$ cat src/core/triac_drv_pkg.sv
package triac_drv_pkg;
   // register byte offsets on the register bus
   localparam logic [7:0] ADDR_CONTROL = 8'h00;
   localparam logic [7:0] ADDR_WIDTH_HIGH = 8'h04;
   localparam logic [7:0] ADDR_WIDTH_LOW = 8'h08;
   localparam logic [7:0] ADDR_IRQ_CONFIG = 8'h0c;
   localparam logic [7:0] ADDR_LEVEL = 8'h10;
   localparam logic [7:0] ADDR_PRESCALER = 8'h14;
   localparam logic [7:0] ADDR_STATUS = 8'h18;
   // reset values
   localparam logic [7:0] RST_CONTROL = 8'h00;
   localparam logic [7:0] RST_WIDTH = 8'h00;
   localparam logic [7:0] RST_IRQ_CONFIG = 8'h00;
   localparam logic [7:0] RST_LEVEL = 8'h00;
   localparam logic [15:0] RST_PRESCALER = 16'h0000;
   // control field positions
   localparam int POL_BIT = 0;
   localparam int MODE_LO = 2;
   localparam int MODE_HI = 3;
   localparam int CKSEL_BIT = 4;
   localparam int RUN_BIT = 5;
   localparam int SSEL_BIT = 6;
   localparam int EN_BIT = 7;
   // irq_config field position
   localparam int IRQ_SEL_LO = 3;
   localparam int IRQ_SEL_HI = 5;
   // mode encodings
   localparam logic [1:0] MODE_PWM = 2'h0;
   localparam logic [1:0] MODE_BURST = 2'h1;
   // interrupt source encodings
   localparam logic [2:0] IRQ_NONE = 3'h0;
   localparam logic [2:0] IRQ_RISE = 3'h1;
   localparam logic [2:0] IRQ_FALL = 3'h2;
   localparam logic [2:0] IRQ_BOTH = 3'h3;
   localparam logic [2:0] IRQ_PULSE = 3'h4;
   // burst window length in prescaler periods, last count value
   localparam logic [7:0] WIN_LAST = 8'hfe;
   // phase-mode train: 8 pulses, 16 half periods
   localparam logic [3:0] TRAIN_LAST = 4'hf;
   // timing
   localparam int CLK_PERIOD_NS = 25;
   localparam int IRQ_PULSE_NS = 50;
   localparam logic [1:0] IRQ_PULSE_CYC = 2'((IRQ_PULSE_NS / CLK_PERIOD_NS) > 0 ?
      (IRQ_PULSE_NS / CLK_PERIOD_NS) : 1);
   localparam logic [1:0] IRQ_WIN_CYC = 2'h1;
   // axi responses
   localparam logic [1:0] RESP_OKAY = 2'h0;
   localparam logic [1:0] RESP_SLVERR = 2'h2;
   // phase sequencer states, gray along idle-delay-train
   typedef enum logic [1:0] {
      PH_IDLE = 2'b00,
      PH_DELAY = 2'b01,
      PH_TRAIN = 2'b11
   } phase_state_t;
endpackage

$ cat src/core/triac_burst_phase_driver.sv
// What this block does
// - burst on mains clock emits 2*(N+1)*level pulses per window
// - new level applies from next window
// - burst pulses timed from both crossing edges
// - first pulse at crossing, later ones centred
// - burst pulse length is width word cycles
// - polarity change reaches output at once
// - width and prescaler latched while held reset
// - negative gate pulses start at crossing edges
// - irq_select picks burst interrupt source
// - window edge interrupts last one cycle
// - negative polarity fires irq on falling edge
// - mode field selects pwm, burst, phase
// - phase delay is level*(N+1) clock cycles
// - single sync uses rise pin for both
// - eight 50 percent pulses after delay
// - phase width changes only after reset
// - phase interrupt sources, each 50 ns
// - zero width keeps output idle, irq still
// - clock_source_sel picks master or mains clock
// - gate_polarity selects positive or negative pulses
// - burst window is 255 prescaler periods
// - enable low resets and tristates output
`timescale 1ns/10ps
module triac_burst_phase_driver (
   // clock and reset
   input wire logic I_CLK,
   input wire logic I_ARST_N,
   // zero-crossing inputs
   input wire logic I_ZC_RISE,
   input wire logic I_ZC_FALL,
   // gate output pin
   output logic O_GATE_OUT,
   output logic O_GATE_OE,
   output logic O_IRQ,
   // axi4-lite write address
   input wire logic [7:0] I_AWADDR,
   input wire logic I_AWVALID,
   output logic O_AWREADY,
   // axi4-lite write data
   input wire logic [31:0] I_WDATA,
   input wire logic [3:0] I_WSTRB,
   input wire logic I_WVALID,
   output logic O_WREADY,
   // axi4-lite write response
   output logic [1:0] O_BRESP,
   output logic O_BVALID,
   input wire logic I_BREADY,
   // axi4-lite read address
   input wire logic [7:0] I_ARADDR,
   input wire logic I_ARVALID,
   output logic O_ARREADY,
   // axi4-lite read data
   output logic [31:0] O_RDATA,
   output logic [1:0] O_RRESP,
   output logic O_RVALID,
   input wire logic I_RREADY
);
   // complete module state
   typedef struct packed {
      logic zr_meta;
      logic zr_sync;
      logic zr_prev;
      logic zf_meta;
      logic zf_sync;
      logic zfs_prev;
      logic [7:0] ctrl;
      logic [7:0] pw_hi;
      logic [7:0] pw_lo;
      logic [7:0] irq_cfg;
      logic [7:0] level;
      logic [15:0] presc;
      logic [15:0] tp_lat;
      logic [15:0] presc_lat;
      logic [15:0] psc_cnt;
      logic [7:0] win_cnt;
      logic [7:0] level_act;
      logic win_on;
      logic win_fired;
      logic [23:0] half_cnt;
      logic [23:0] half_len;
      logic fire;
      logic [15:0] fire_cnt;
      triac_drv_pkg::phase_state_t ph_state;
      logic [15:0] dly_sub;
      logic [7:0] dly_cnt;
      logic [3:0] train_idx;
      logic [1:0] irq_cnt;
      logic irq;
      logic gate_out;
      logic gate_oe;
      logic aw_got;
      logic [7:0] awaddr;
      logic w_got;
      logic [31:0] wdata;
      logic [3:0] wstrb;
      logic awready;
      logic wready;
      logic bvalid;
      logic [1:0] bresp;
      logic arready;
      logic rvalid;
      logic [31:0] rdata;
      logic [1:0] rresp;
   } state_t;

   state_t s; // registered state
   state_t next_s; // next state
   logic [1:0] rst_sync; // reset release chain
   logic rst_n; // synchronised reset
   logic enabled; // peripheral out of reset
   logic running; // counters advancing
   logic [1:0] mode; // working mode
   logic [2:0] irq_sel; // interrupt source
   logic fall_src; // crossing source for falling edges
   logic ev_rise; // rising edge on rise pin
   logic ev_rise_fall; // falling edge on rise pin
   logic ev_fall; // falling edge on fall source
   logic zc; // any zero crossing
   logic ptick; // prescaler output period
   logic [15:0] half_tp; // half of the pulse length

   // byte-lane merge of a write into a register
   function automatic logic [7:0] lane_merge(input logic [7:0] old, input logic [7:0] data,
                                             input logic strb);
      lane_merge = strb ? data : old;
   endfunction

   // release the asynchronous reset through two flops
   always_ff @(posedge I_CLK or negedge I_ARST_N) begin
      if (!I_ARST_N) begin
         rst_sync <= 2'h0;
      end else begin
         rst_sync <= {rst_sync[0], 1'b1};
      end
   end
   assign rst_n = rst_sync[1];

   // next-state logic for the whole block
   always_comb begin
      next_s = s;
      enabled = s.ctrl[triac_drv_pkg::EN_BIT];
      running = enabled & s.ctrl[triac_drv_pkg::RUN_BIT];
      mode = s.ctrl[triac_drv_pkg::MODE_HI:triac_drv_pkg::MODE_LO];
      irq_sel = s.irq_cfg[triac_drv_pkg::IRQ_SEL_HI:triac_drv_pkg::IRQ_SEL_LO];
      ptick = 1'b0;
      half_tp = {1'b0, s.tp_lat[15:1]};
      // two-flop synchronisers, edges from synced copies
      next_s.zr_meta = I_ZC_RISE;
      next_s.zr_sync = s.zr_meta;
      next_s.zf_meta = I_ZC_FALL;
      next_s.zf_sync = s.zf_meta;
      next_s.zr_prev = s.zr_sync;
      // single sync feeds rise pin as fall source
      fall_src = s.ctrl[triac_drv_pkg::SSEL_BIT] ? s.zr_sync : s.zf_sync;
      next_s.zfs_prev = fall_src;
      // crossings are rise-pin rising, fall-source falling
      ev_rise = s.zr_sync & ~s.zr_prev;
      ev_rise_fall = ~s.zr_sync & s.zr_prev;
      ev_fall = ~fall_src & s.zfs_prev;
      zc = ev_rise | ev_fall;
      // interrupt pulse countdown
      if (s.irq_cnt != 2'h0) begin
         next_s.irq_cnt = s.irq_cnt - 2'h1;
      end

      if (!enabled) begin
         // held in reset, latch fixed settings
         // width and prescaler captured only here
         next_s.tp_lat = {s.pw_hi, s.pw_lo};
         next_s.presc_lat = s.presc;
         next_s.psc_cnt = 16'h0000;
         next_s.win_cnt = 8'h00;
         next_s.level_act = s.level;
         next_s.win_on = 1'b0;
         next_s.win_fired = 1'b0;
         // saturated, so a half cut short by the enable never sets centring
         next_s.half_cnt = 24'hffffff;
         next_s.half_len = 24'h000000;
         next_s.fire = 1'b0;
         next_s.fire_cnt = 16'h0000;
         next_s.ph_state = triac_drv_pkg::PH_IDLE;
         next_s.dly_sub = 16'h0000;
         next_s.dly_cnt = 8'h00;
         next_s.train_idx = 4'h0;
         next_s.irq_cnt = 2'h0;
      end else if (running && mode == triac_drv_pkg::MODE_BURST) begin
         // prescaler clock is master or mains edge
         if (!s.ctrl[triac_drv_pkg::CKSEL_BIT] || ev_rise) begin
            if (s.psc_cnt == s.presc_lat) begin
               next_s.psc_cnt = 16'h0000;
               ptick = 1'b1;
            end else begin
               next_s.psc_cnt = s.psc_cnt + 16'h0001;
            end
         end
         if (ptick) begin
            if (s.win_cnt == triac_drv_pkg::WIN_LAST) begin
               next_s.win_cnt = 8'h00;
               // level taken only at window start
               next_s.level_act = s.level;
            end else begin
               next_s.win_cnt = s.win_cnt + 8'h01;
            end
         end
         // on for level periods, 2*(N+1) crossings each on mains clock
         next_s.win_on = next_s.win_cnt < next_s.level_act;
         if (!next_s.win_on) begin
            next_s.win_fired = 1'b0;
         end
         if (next_s.win_on && !s.win_on && (irq_sel == triac_drv_pkg::IRQ_RISE ||
             irq_sel == triac_drv_pkg::IRQ_BOTH)) begin
            next_s.irq_cnt = triac_drv_pkg::IRQ_WIN_CYC;
         end
         if (!next_s.win_on && s.win_on && (irq_sel == triac_drv_pkg::IRQ_FALL ||
             irq_sel == triac_drv_pkg::IRQ_BOTH)) begin
            next_s.irq_cnt = triac_drv_pkg::IRQ_WIN_CYC;
         end
         // half-period measurement between crossings
         if (zc) begin
            next_s.half_len = s.half_cnt;
            next_s.half_cnt = 24'h000000;
         end else if (s.half_cnt != 24'hffffff) begin
            next_s.half_cnt = s.half_cnt + 24'h000001;
         end
         // pulse held for width word cycles
         if (s.fire) begin
            if (s.fire_cnt <= 16'h0001) begin
               next_s.fire = 1'b0;
               // negative polarity flags the falling edge
               if (s.ctrl[triac_drv_pkg::POL_BIT] && irq_sel == triac_drv_pkg::IRQ_PULSE) begin
                  next_s.irq_cnt = triac_drv_pkg::IRQ_PULSE_CYC;
               end
            end else begin
               next_s.fire_cnt = s.fire_cnt - 16'h0001;
            end
         end else if (s.win_on && s.tp_lat != 16'h0000) begin
            // first at crossing, later half a pulse early
            // negative gate starts only at crossing edges
            if (zc || (s.win_fired && !s.ctrl[triac_drv_pkg::POL_BIT] &&
                s.half_len > {8'h00, half_tp} &&
                s.half_cnt == s.half_len - {8'h00, half_tp})) begin
               next_s.fire = 1'b1;
               next_s.fire_cnt = s.tp_lat;
               next_s.win_fired = 1'b1;
               // pulse source flags each rising pulse
               if (!s.ctrl[triac_drv_pkg::POL_BIT] && irq_sel == triac_drv_pkg::IRQ_PULSE) begin
                  next_s.irq_cnt = triac_drv_pkg::IRQ_PULSE_CYC;
               end
            end
         end
      end else if (running && mode[1]) begin
         // phase-mode crossing interrupts, 50 ns each
         if ((ev_rise && (irq_sel == triac_drv_pkg::IRQ_RISE ||
              irq_sel == triac_drv_pkg::IRQ_BOTH)) ||
             (ev_fall && irq_sel == triac_drv_pkg::IRQ_FALL) ||
             (ev_rise_fall && irq_sel == triac_drv_pkg::IRQ_BOTH)) begin
            next_s.irq_cnt = triac_drv_pkg::IRQ_PULSE_CYC;
         end
         if (zc) begin
            // each half period restarts the delay
            next_s.ph_state = triac_drv_pkg::PH_DELAY;
            next_s.dly_sub = 16'h0000;
            next_s.dly_cnt = 8'h00;
            next_s.level_act = s.level;
            next_s.fire = 1'b0;
            next_s.train_idx = 4'h0;
         end else begin
            unique case (s.ph_state)
               triac_drv_pkg::PH_IDLE: begin
                  next_s.fire = 1'b0;
               end
               triac_drv_pkg::PH_DELAY: begin
                  // level steps of (N+1) master cycles
                  if (s.dly_cnt == s.level_act) begin
                     // zero width stays idle, irq still raised
                     next_s.ph_state = (s.tp_lat == 16'h0000) ? triac_drv_pkg::PH_IDLE :
                        triac_drv_pkg::PH_TRAIN;
                     next_s.fire = (s.tp_lat != 16'h0000);
                     next_s.fire_cnt = s.tp_lat;
                     next_s.train_idx = 4'h0;
                     if (irq_sel == triac_drv_pkg::IRQ_PULSE) begin
                        next_s.irq_cnt = triac_drv_pkg::IRQ_PULSE_CYC;
                     end
                  end else if (s.dly_sub == s.presc_lat) begin
                     next_s.dly_sub = 16'h0000;
                     next_s.dly_cnt = s.dly_cnt + 8'h01;
                  end else begin
                     next_s.dly_sub = s.dly_sub + 16'h0001;
                  end
               end
               triac_drv_pkg::PH_TRAIN: begin
                  // sixteen equal halves make eight pulses
                  if (s.fire_cnt <= 16'h0001) begin
                     next_s.fire_cnt = s.tp_lat;
                     next_s.train_idx = s.train_idx + 4'h1;
                     next_s.fire = ~s.fire;
                     if (s.train_idx == triac_drv_pkg::TRAIN_LAST) begin
                        next_s.ph_state = triac_drv_pkg::PH_IDLE;
                        next_s.fire = 1'b0;
                     end
                  end else begin
                     next_s.fire_cnt = s.fire_cnt - 16'h0001;
                  end
               end
               default: begin
                  next_s.ph_state = triac_drv_pkg::PH_IDLE;
                  next_s.fire = 1'b0;
               end
            endcase
         end
      end else if (enabled && !mode[1] && mode != triac_drv_pkg::MODE_BURST) begin
         // plain pwm lives elsewhere, gate idle
         next_s.fire = 1'b0;
      end

      // register bus: write address and data in either order
      if (I_AWVALID && s.awready) begin
         next_s.aw_got = 1'b1;
         next_s.awaddr = I_AWADDR;
      end
      if (I_WVALID && s.wready) begin
         next_s.w_got = 1'b1;
         next_s.wdata = I_WDATA;
         next_s.wstrb = I_WSTRB;
      end
      if (s.bvalid && I_BREADY) begin
         next_s.bvalid = 1'b0;
      end
      // perform the write once both halves are held
      if (s.aw_got && s.w_got && !s.bvalid) begin
         next_s.aw_got = 1'b0;
         next_s.w_got = 1'b0;
         next_s.bvalid = 1'b1;
         next_s.bresp = triac_drv_pkg::RESP_OKAY;
         unique case (s.awaddr)
            triac_drv_pkg::ADDR_CONTROL: begin
               next_s.ctrl = lane_merge(s.ctrl, s.wdata[7:0], s.wstrb[0]);
            end
            triac_drv_pkg::ADDR_WIDTH_HIGH: begin
               next_s.pw_hi = lane_merge(s.pw_hi, s.wdata[7:0], s.wstrb[0]);
            end
            triac_drv_pkg::ADDR_WIDTH_LOW: begin
               next_s.pw_lo = lane_merge(s.pw_lo, s.wdata[7:0], s.wstrb[0]);
            end
            triac_drv_pkg::ADDR_IRQ_CONFIG: begin
               next_s.irq_cfg = lane_merge(s.irq_cfg, s.wdata[7:0], s.wstrb[0]);
            end
            triac_drv_pkg::ADDR_LEVEL: begin
               next_s.level = lane_merge(s.level, s.wdata[7:0], s.wstrb[0]);
            end
            triac_drv_pkg::ADDR_PRESCALER: begin
               next_s.presc = {lane_merge(s.presc[15:8], s.wdata[15:8], s.wstrb[1]),
                               lane_merge(s.presc[7:0], s.wdata[7:0], s.wstrb[0])};
            end
            triac_drv_pkg::ADDR_STATUS: begin
               next_s.bresp = triac_drv_pkg::RESP_OKAY;
            end
            default: begin
               next_s.bresp = triac_drv_pkg::RESP_SLVERR;
            end
         endcase
      end
      // read channel
      if (s.rvalid && I_RREADY) begin
         next_s.rvalid = 1'b0;
      end
      if (I_ARVALID && s.arready) begin
         next_s.rvalid = 1'b1;
         next_s.rresp = triac_drv_pkg::RESP_OKAY;
         unique case (I_ARADDR)
            triac_drv_pkg::ADDR_CONTROL: next_s.rdata = {24'h000000, s.ctrl};
            triac_drv_pkg::ADDR_WIDTH_HIGH: next_s.rdata = {24'h000000, s.pw_hi};
            triac_drv_pkg::ADDR_WIDTH_LOW: next_s.rdata = {24'h000000, s.pw_lo};
            triac_drv_pkg::ADDR_IRQ_CONFIG: next_s.rdata = {24'h000000, s.irq_cfg};
            triac_drv_pkg::ADDR_LEVEL: next_s.rdata = {24'h000000, s.level};
            triac_drv_pkg::ADDR_PRESCALER: next_s.rdata = {16'h0000, s.presc};
            triac_drv_pkg::ADDR_STATUS: begin
               next_s.rdata = {8'h00, s.win_cnt, s.level_act, 2'h0, s.ph_state,
                               s.irq, s.gate_out, s.fire, s.win_on};
            end
            default: begin
               next_s.rdata = 32'h00000000;
               next_s.rresp = triac_drv_pkg::RESP_SLVERR;
            end
         endcase
      end
      // ready flags computed from the coming state
      next_s.awready = ~next_s.aw_got & ~next_s.bvalid;
      next_s.wready = ~next_s.w_got & ~next_s.bvalid;
      next_s.arready = ~next_s.rvalid;

      // polarity applied straight to the output
      // polarity 1 inverts the gate pulses
      next_s.gate_out = next_s.fire ^ next_s.ctrl[triac_drv_pkg::POL_BIT];
      // output enabled only when peripheral set
      next_s.gate_oe = next_s.ctrl[triac_drv_pkg::EN_BIT];
      next_s.irq = next_s.irq_cnt != 2'h0;
   end

   // state register
   always_ff @(posedge I_CLK or negedge rst_n) begin
      if (!rst_n) begin
         s <= '0;
         s.ctrl <= triac_drv_pkg::RST_CONTROL;
         s.pw_hi <= triac_drv_pkg::RST_WIDTH;
         s.pw_lo <= triac_drv_pkg::RST_WIDTH;
         s.irq_cfg <= triac_drv_pkg::RST_IRQ_CONFIG;
         s.level <= triac_drv_pkg::RST_LEVEL;
         s.presc <= triac_drv_pkg::RST_PRESCALER;
         s.ph_state <= triac_drv_pkg::PH_IDLE;
      end else begin
         s <= next_s;
      end
   end

   // outputs straight from the state register
   assign O_GATE_OUT = s.gate_out;
   assign O_GATE_OE = s.gate_oe;
   assign O_IRQ = s.irq;
   assign O_AWREADY = s.awready;
   assign O_WREADY = s.wready;
   assign O_BRESP = s.bresp;
   assign O_BVALID = s.bvalid;
   assign O_ARREADY = s.arready;
   assign O_RDATA = s.rdata;
   assign O_RRESP = s.rresp;
   assign O_RVALID = s.rvalid;
endmodule

$ cat config.mk
export PLATFORM = sky130hd
export DESIGN_NAME = triac_burst_phase_driver
export DESIGN_NICKNAME = d
export VERILOG_FILES = /design/src/core/triac_drv_pkg.sv /design/src/core/triac_burst_phase_driver.sv
export SDC_FILE = /design/constraint.sdc
export NUM_CORES = 1
export LEC_CHECK = 0
export BUFFER_PORTS_ARGS = -buffer_cell sky130_fd_sc_hd__buf_2
export CORE_MARGIN = 2
export CORE_UTILIZATION = 55
export DETAILED_ROUTE_END_ITERATION = 8
export HOLD_SLACK_MARGIN = 0.1
export PLACE_DENSITY = 0.72
export SETUP_SLACK_MARGIN = 0.05
export SLEW_MARGIN = 0
export SYNTH_ARGS = -nofsm -noshare
export SYNTH_HDL_FRONTEND = slang
export SYNTH_SLANG_ARGS = --single-unit
$ cat constraint.sdc
create_clock -name I_CLK -period 10.1 [get_ports I_CLK]
set_input_delay 2.02 -clock I_CLK [delete_from_list [all_inputs] [get_ports I_CLK]]
set_output_delay 2.02 -clock I_CLK [all_outputs]
set_load 0.02 [all_outputs]
[Yosys cells after proc, flatten, opt, wreduce, memory -nomap -nowiden]
Cells that the tools add are included.
Operators by class
  $add $sub $neg: 9
  order comparisons: 3
  equality and inequality tests: 49
  muxes and demuxes: 94
  reductions and logical operators: 61
  bitwise logic cells: 16
Operator list (count)
  24-bit case mux with 7 select lines: 1
  16-bit 2-to-1 mux: 10
  24-bit 2-to-1 mux: 6
  8-bit 2-to-1 mux: 18
  131-bit 2-to-1 mux: 1
  17-bit 2-to-1 mux: 4
  30-bit 2-to-1 mux: 2
  56-bit 2-to-1 mux: 1
  50-bit 2-to-1 mux: 1
  8-bit by 5-bit equality test with 1-bit output (second input constant): 6
  48-bit 2-to-1 mux: 1
  2-bit 2-to-1 mux: 19
  37-bit 2-to-1 mux: 1
  35-bit 2-to-1 mux: 1
  16-bit by 1-bit adder with 16-bit output (second input constant): 2
  16-bit equality test: 2
  8-bit by 4-bit equality test with 1-bit output (second input constant): 4
  16-bit case mux with 2 select lines: 1
  24-bit by 1-bit adder with 24-bit output (second input constant): 1
  24-bit equality test: 1
  24-bit by 15-bit greater-than comparator with 1-bit output: 1
  1-bit logical AND: 24
  24-bit != test (second input constant): 1
  24-bit by 15-bit subtractor with 24-bit output: 1
  other kinds (50): 122
Word-level totals
  input bits: 61
  bits in registers: 317
  logic and storage cells: 279

[Logic depth before layout (Yosys ltp)]
  depth in word-level cells: 21
  depth in mapped cells: 20
  mapped depth without buffers: 18

[Worst setup path before layout]
No wires, ideal clock.
  kind: flip-flop to flip-flop
  start: register s[207] (netlist name)
  end: register s (netlist bit O_IRQ)
  path buffers: 3
  library setup time: 0.127 ns
  arrival time: 3.970 ns
  cell stages (with the launch flop): 20
  required time: 9.973 ns
  path slack: 6.003 ns
  clock period less this slack: 4.097 ns
  path through: dfrtp_1 -> clkbuf_1 -> xor2_1 -> nor4_1 -> nand4_1 -> nand2b_1 -> clkbuf_1 -> nor3_1 -> clkbuf_1 -> mux2i_1 -> ha_1 -> a21oi_1 -> nor2b_1 -> o21ai_0 -> o21ai_0 -> a211oi_1 -> mux2i_1 -> o31a_1 -> o21ai_0 -> nand3b_1
RTL lines
  from (decl): line triac_burst_phase_driver.sv:107  | state_t s;
  from (signal assigned): line triac_burst_phase_driver.sv:413  | s <= next_s;

==> flow_metrics.env <==
export IMPL_status="finished clean"
export IMPL_dpl_instance_area_sq_mm=0.0164
export IMPL_clk_latency_ps=570
export IMPL_grt_pass1_vias=12200
export IMPL_reg2regPathDepth=17
export IMPL_layout_commonest_cell="dfrtp_1"
export IMPL_nets=1771
export IMPL_cts_made_buffers=31
export IMPL_drcViolationCount=0
export IMPL_groute_usage_overall=0.273
export IMPL_start_util=0.557
export IMPL_synthDominantCellAreaShare=0.451
export IMPL_rows=62
export IMPL_skew_ps=26.3
export IMPL_wirelength_mm=41.7
export IMPL_ir_drop_mv=0.200
export IMPL_max_freq_mhz=199
export IMPL_arrival_ps=5440
export IMPL_finalSetupViolCount=0
export IMPL_drt_pass1_iter_count=5
export IMPL_rsz0062_at_grt="false"
export IMPL_whs_ps=350
export IMPL_synth_edf_count=0
export IMPL_max_cap_violations=0
export IMPL_io_pins=105
export IMPL_synth_seq_cells=288
export IMPL_min_period_over_period=0.496
export IMPL_synthFlopType="dfrtp_1"
export IMPL_grt_max_degree=159
export IMPL_syn_inst=1657
export IMPL_fp_dieW_um=175
export IMPL_cts_resized=0
export IMPL_worst_setup_path_end_kind="register"
export IMPL_startpoint_type="register"
export IMPL_slew_limit_headroom=0.131
export IMPL_placed_cells=2029
export IMPL_leakage_nw=8.00
export IMPL_place_congestion=0.969
export IMPL_ctsRootBufferMaster="clkbuf_16"
export IMPL_hold_path_depth=0
export IMPL_r2r_slack_ps=5090
export IMPL_vias=12900
export IMPL_antennaDiodeCount=0
export IMPL_maxSlewViolCount=0
export IMPL_path_clk_slew_ps=60
export IMPL_io_buffer_count=76
export IMPL_yosysSeqAreaShare=0.451
export IMPL_stdcell_count=2085
export IMPL_path_max_fanout=11
export IMPL_grt_pass1_wl_mm=67.2
export IMPL_coreArea_sq_mm=0.0287
export IMPL_syn2layout_area_growth_pct=8.63
export IMPL_hold_buffers=0
export IMPL_antenna_found_initial=0
export IMPL_post_cts_setup_buffers=0
export IMPL_netlist_area_sq_mm=0.0160
export IMPL_synth_top_cell_by_area="dfrtp_1"
export IMPL_antenna_left=0
export IMPL_clock_sinks=288
export IMPL_crit_type="register to register"
export IMPL_h_tree_depth=1
export IMPL_postLayoutCellArea_sq_mm=0.0174
export IMPL_p_per_area_mw_per_mm2=243
export IMPL_setup_ws_ps=5090
export IMPL_synth_area_leaders="dfrtp_1, mux2_2, nand2_1, xor2_1, o21ai_0"
export IMPL_final_cell_mix="dfrtp_1, nand2_1, mux2_2"
export IMPL_period_needed_ps=5010
export IMPL_worst_pin_slew_ps=1300
export IMPL_finalSetupTns_ps=0
export IMPL_place_hpwl_mm=29.9
export IMPL_worst_hold_path_type="register to register"
export IMPL_synth_cell_types=85
export IMPL_drt_iter0_markers=1302
export IMPL_grt_ovfl_total=0
export IMPL_clockBufferDepth=3
export IMPL_hold_violations=0
export IMPL_layout_drive_gt1_share=0.171
export IMPL_fp_dieArea_sq_mm=0.0305
export IMPL_required_ps=10530
export IMPL_cts_tree="done"
export IMPL_pre_cts_ws_ps=5260
export IMPL_dieHeight_um=175
export IMPL_syn_avg_cell_area_sq_um=9.65
export IMPL_wl_per_cell_um=20.0
export IMPL_yosys_warnings=0
export IMPL_via_per_inst=6.21
export IMPL_ys_async_sr_fraction=1.00
[report_power, final]
part	leakage, nW	internal, mW	switching (mW)
registers	3.80	1.36	0.321
clock network	0.473	0.618	0.459
logic	3.73	0.590	0.866
total	8.00	2.57	1.64
[worst paths after layout]
path | startpoint | end
setup / recovery | s[227] | O_IRQ
hold / removal | next_s[313] | next_s[312]
setup reg to reg | s[227] | O_IRQ
hold reg to reg | next_s[313] | next_s[312]
max in group asynchronous | rst_sync[1] | s[265]
min in group asynchronous | rst_sync[1] | s[218]
[registers in the layout, indices dropped and copies added, names as in the netlist, 2 cells and up]
signal and count:
s 229, O_RDATA 24, half_tp 15, irq_sel 3
next_s 3, mode 2, rst_sync 2
[cell families (layout without fill, tap and decap cells)]
group	count (synthesis)	count (layout)	synth area share
buffers and inverters	164	199	0.0511
multiplexers	138	138	0.0958
flip-flops	288	288	0.451
AO/OA/AOI/OAI	376	376	0.153
AND/OR/NAND/NOR	557	557	0.169
XOR/XNOR	100	100	0.0548
other	2	11	0.000469
adder cells (fa/ha/maj)	32	32	0.0255
[layer usage]
| metal | part of all wire | vias up | global-route usage |
|---|---|---|---|
| met4 | 0.030 | 0 | 0.0844 |
| met2 | 0.46 | 496 | 0.427 |
| met5 | 0 | - | 0 |
| met3 | 0.068 | 97 | 0.0405 |
| li1 | - | 6007 | - |
| met1 | 0.44 | 6348 | 0.396 |
[through the flow]
stage | power, mW | util
6_report | 4.22 | 0.605
5_1_grt | 4.46 | 0.605
4_1_cts | 4.21 | 0.605
3_5_place_dp | 3.13 | 0.572
3_3_place_gp | 3.09 | 0.572
2_1_floorplan | 2.74 | -
[cell usage after synthesis, types with 31 or more instances]
cell type,instances
a21oi_1,66
and3_1,33
buf_4,36
clkbuf_1,60
dfrtp_1,288
ha_1,31
inv_1,50
mux2_2,121
nand2_1,182
nand3_1,74
nor2_1,119
nor4_1,31
o21ai_0,106
xnor2_1,31
xor2_1,69
[layout make-up]
type,count,area (sq um)
Clock buffer,45,868
Sequential cell,288,7210
Multi-Input combinational cell,1214,8020
Tap cell,384,480
Timing Repair Buffer,93,520
Clock inverter,11,86.3
Inverter,50,188
Fill cell,2481,11300
[worst max-delay path, cell delays in order (launching register included)]
cell,delay (ps)
dfrtp_1,440
xor2_1,170
nor4_1,350
nand4_1,270
nand2b_1,480
nor3_1,500
buf_4,290
mux2i_1,220
ha_1,260
a21oi_1,130
nor2b_1,50
o21ai_0,120
o21ai_0,120
a211oi_1,700
mux2i_1,310
o31a_1,150
o21ai_0,110
nand3b_1,190
No activity file was read; power rests on OpenSTA's default activity.
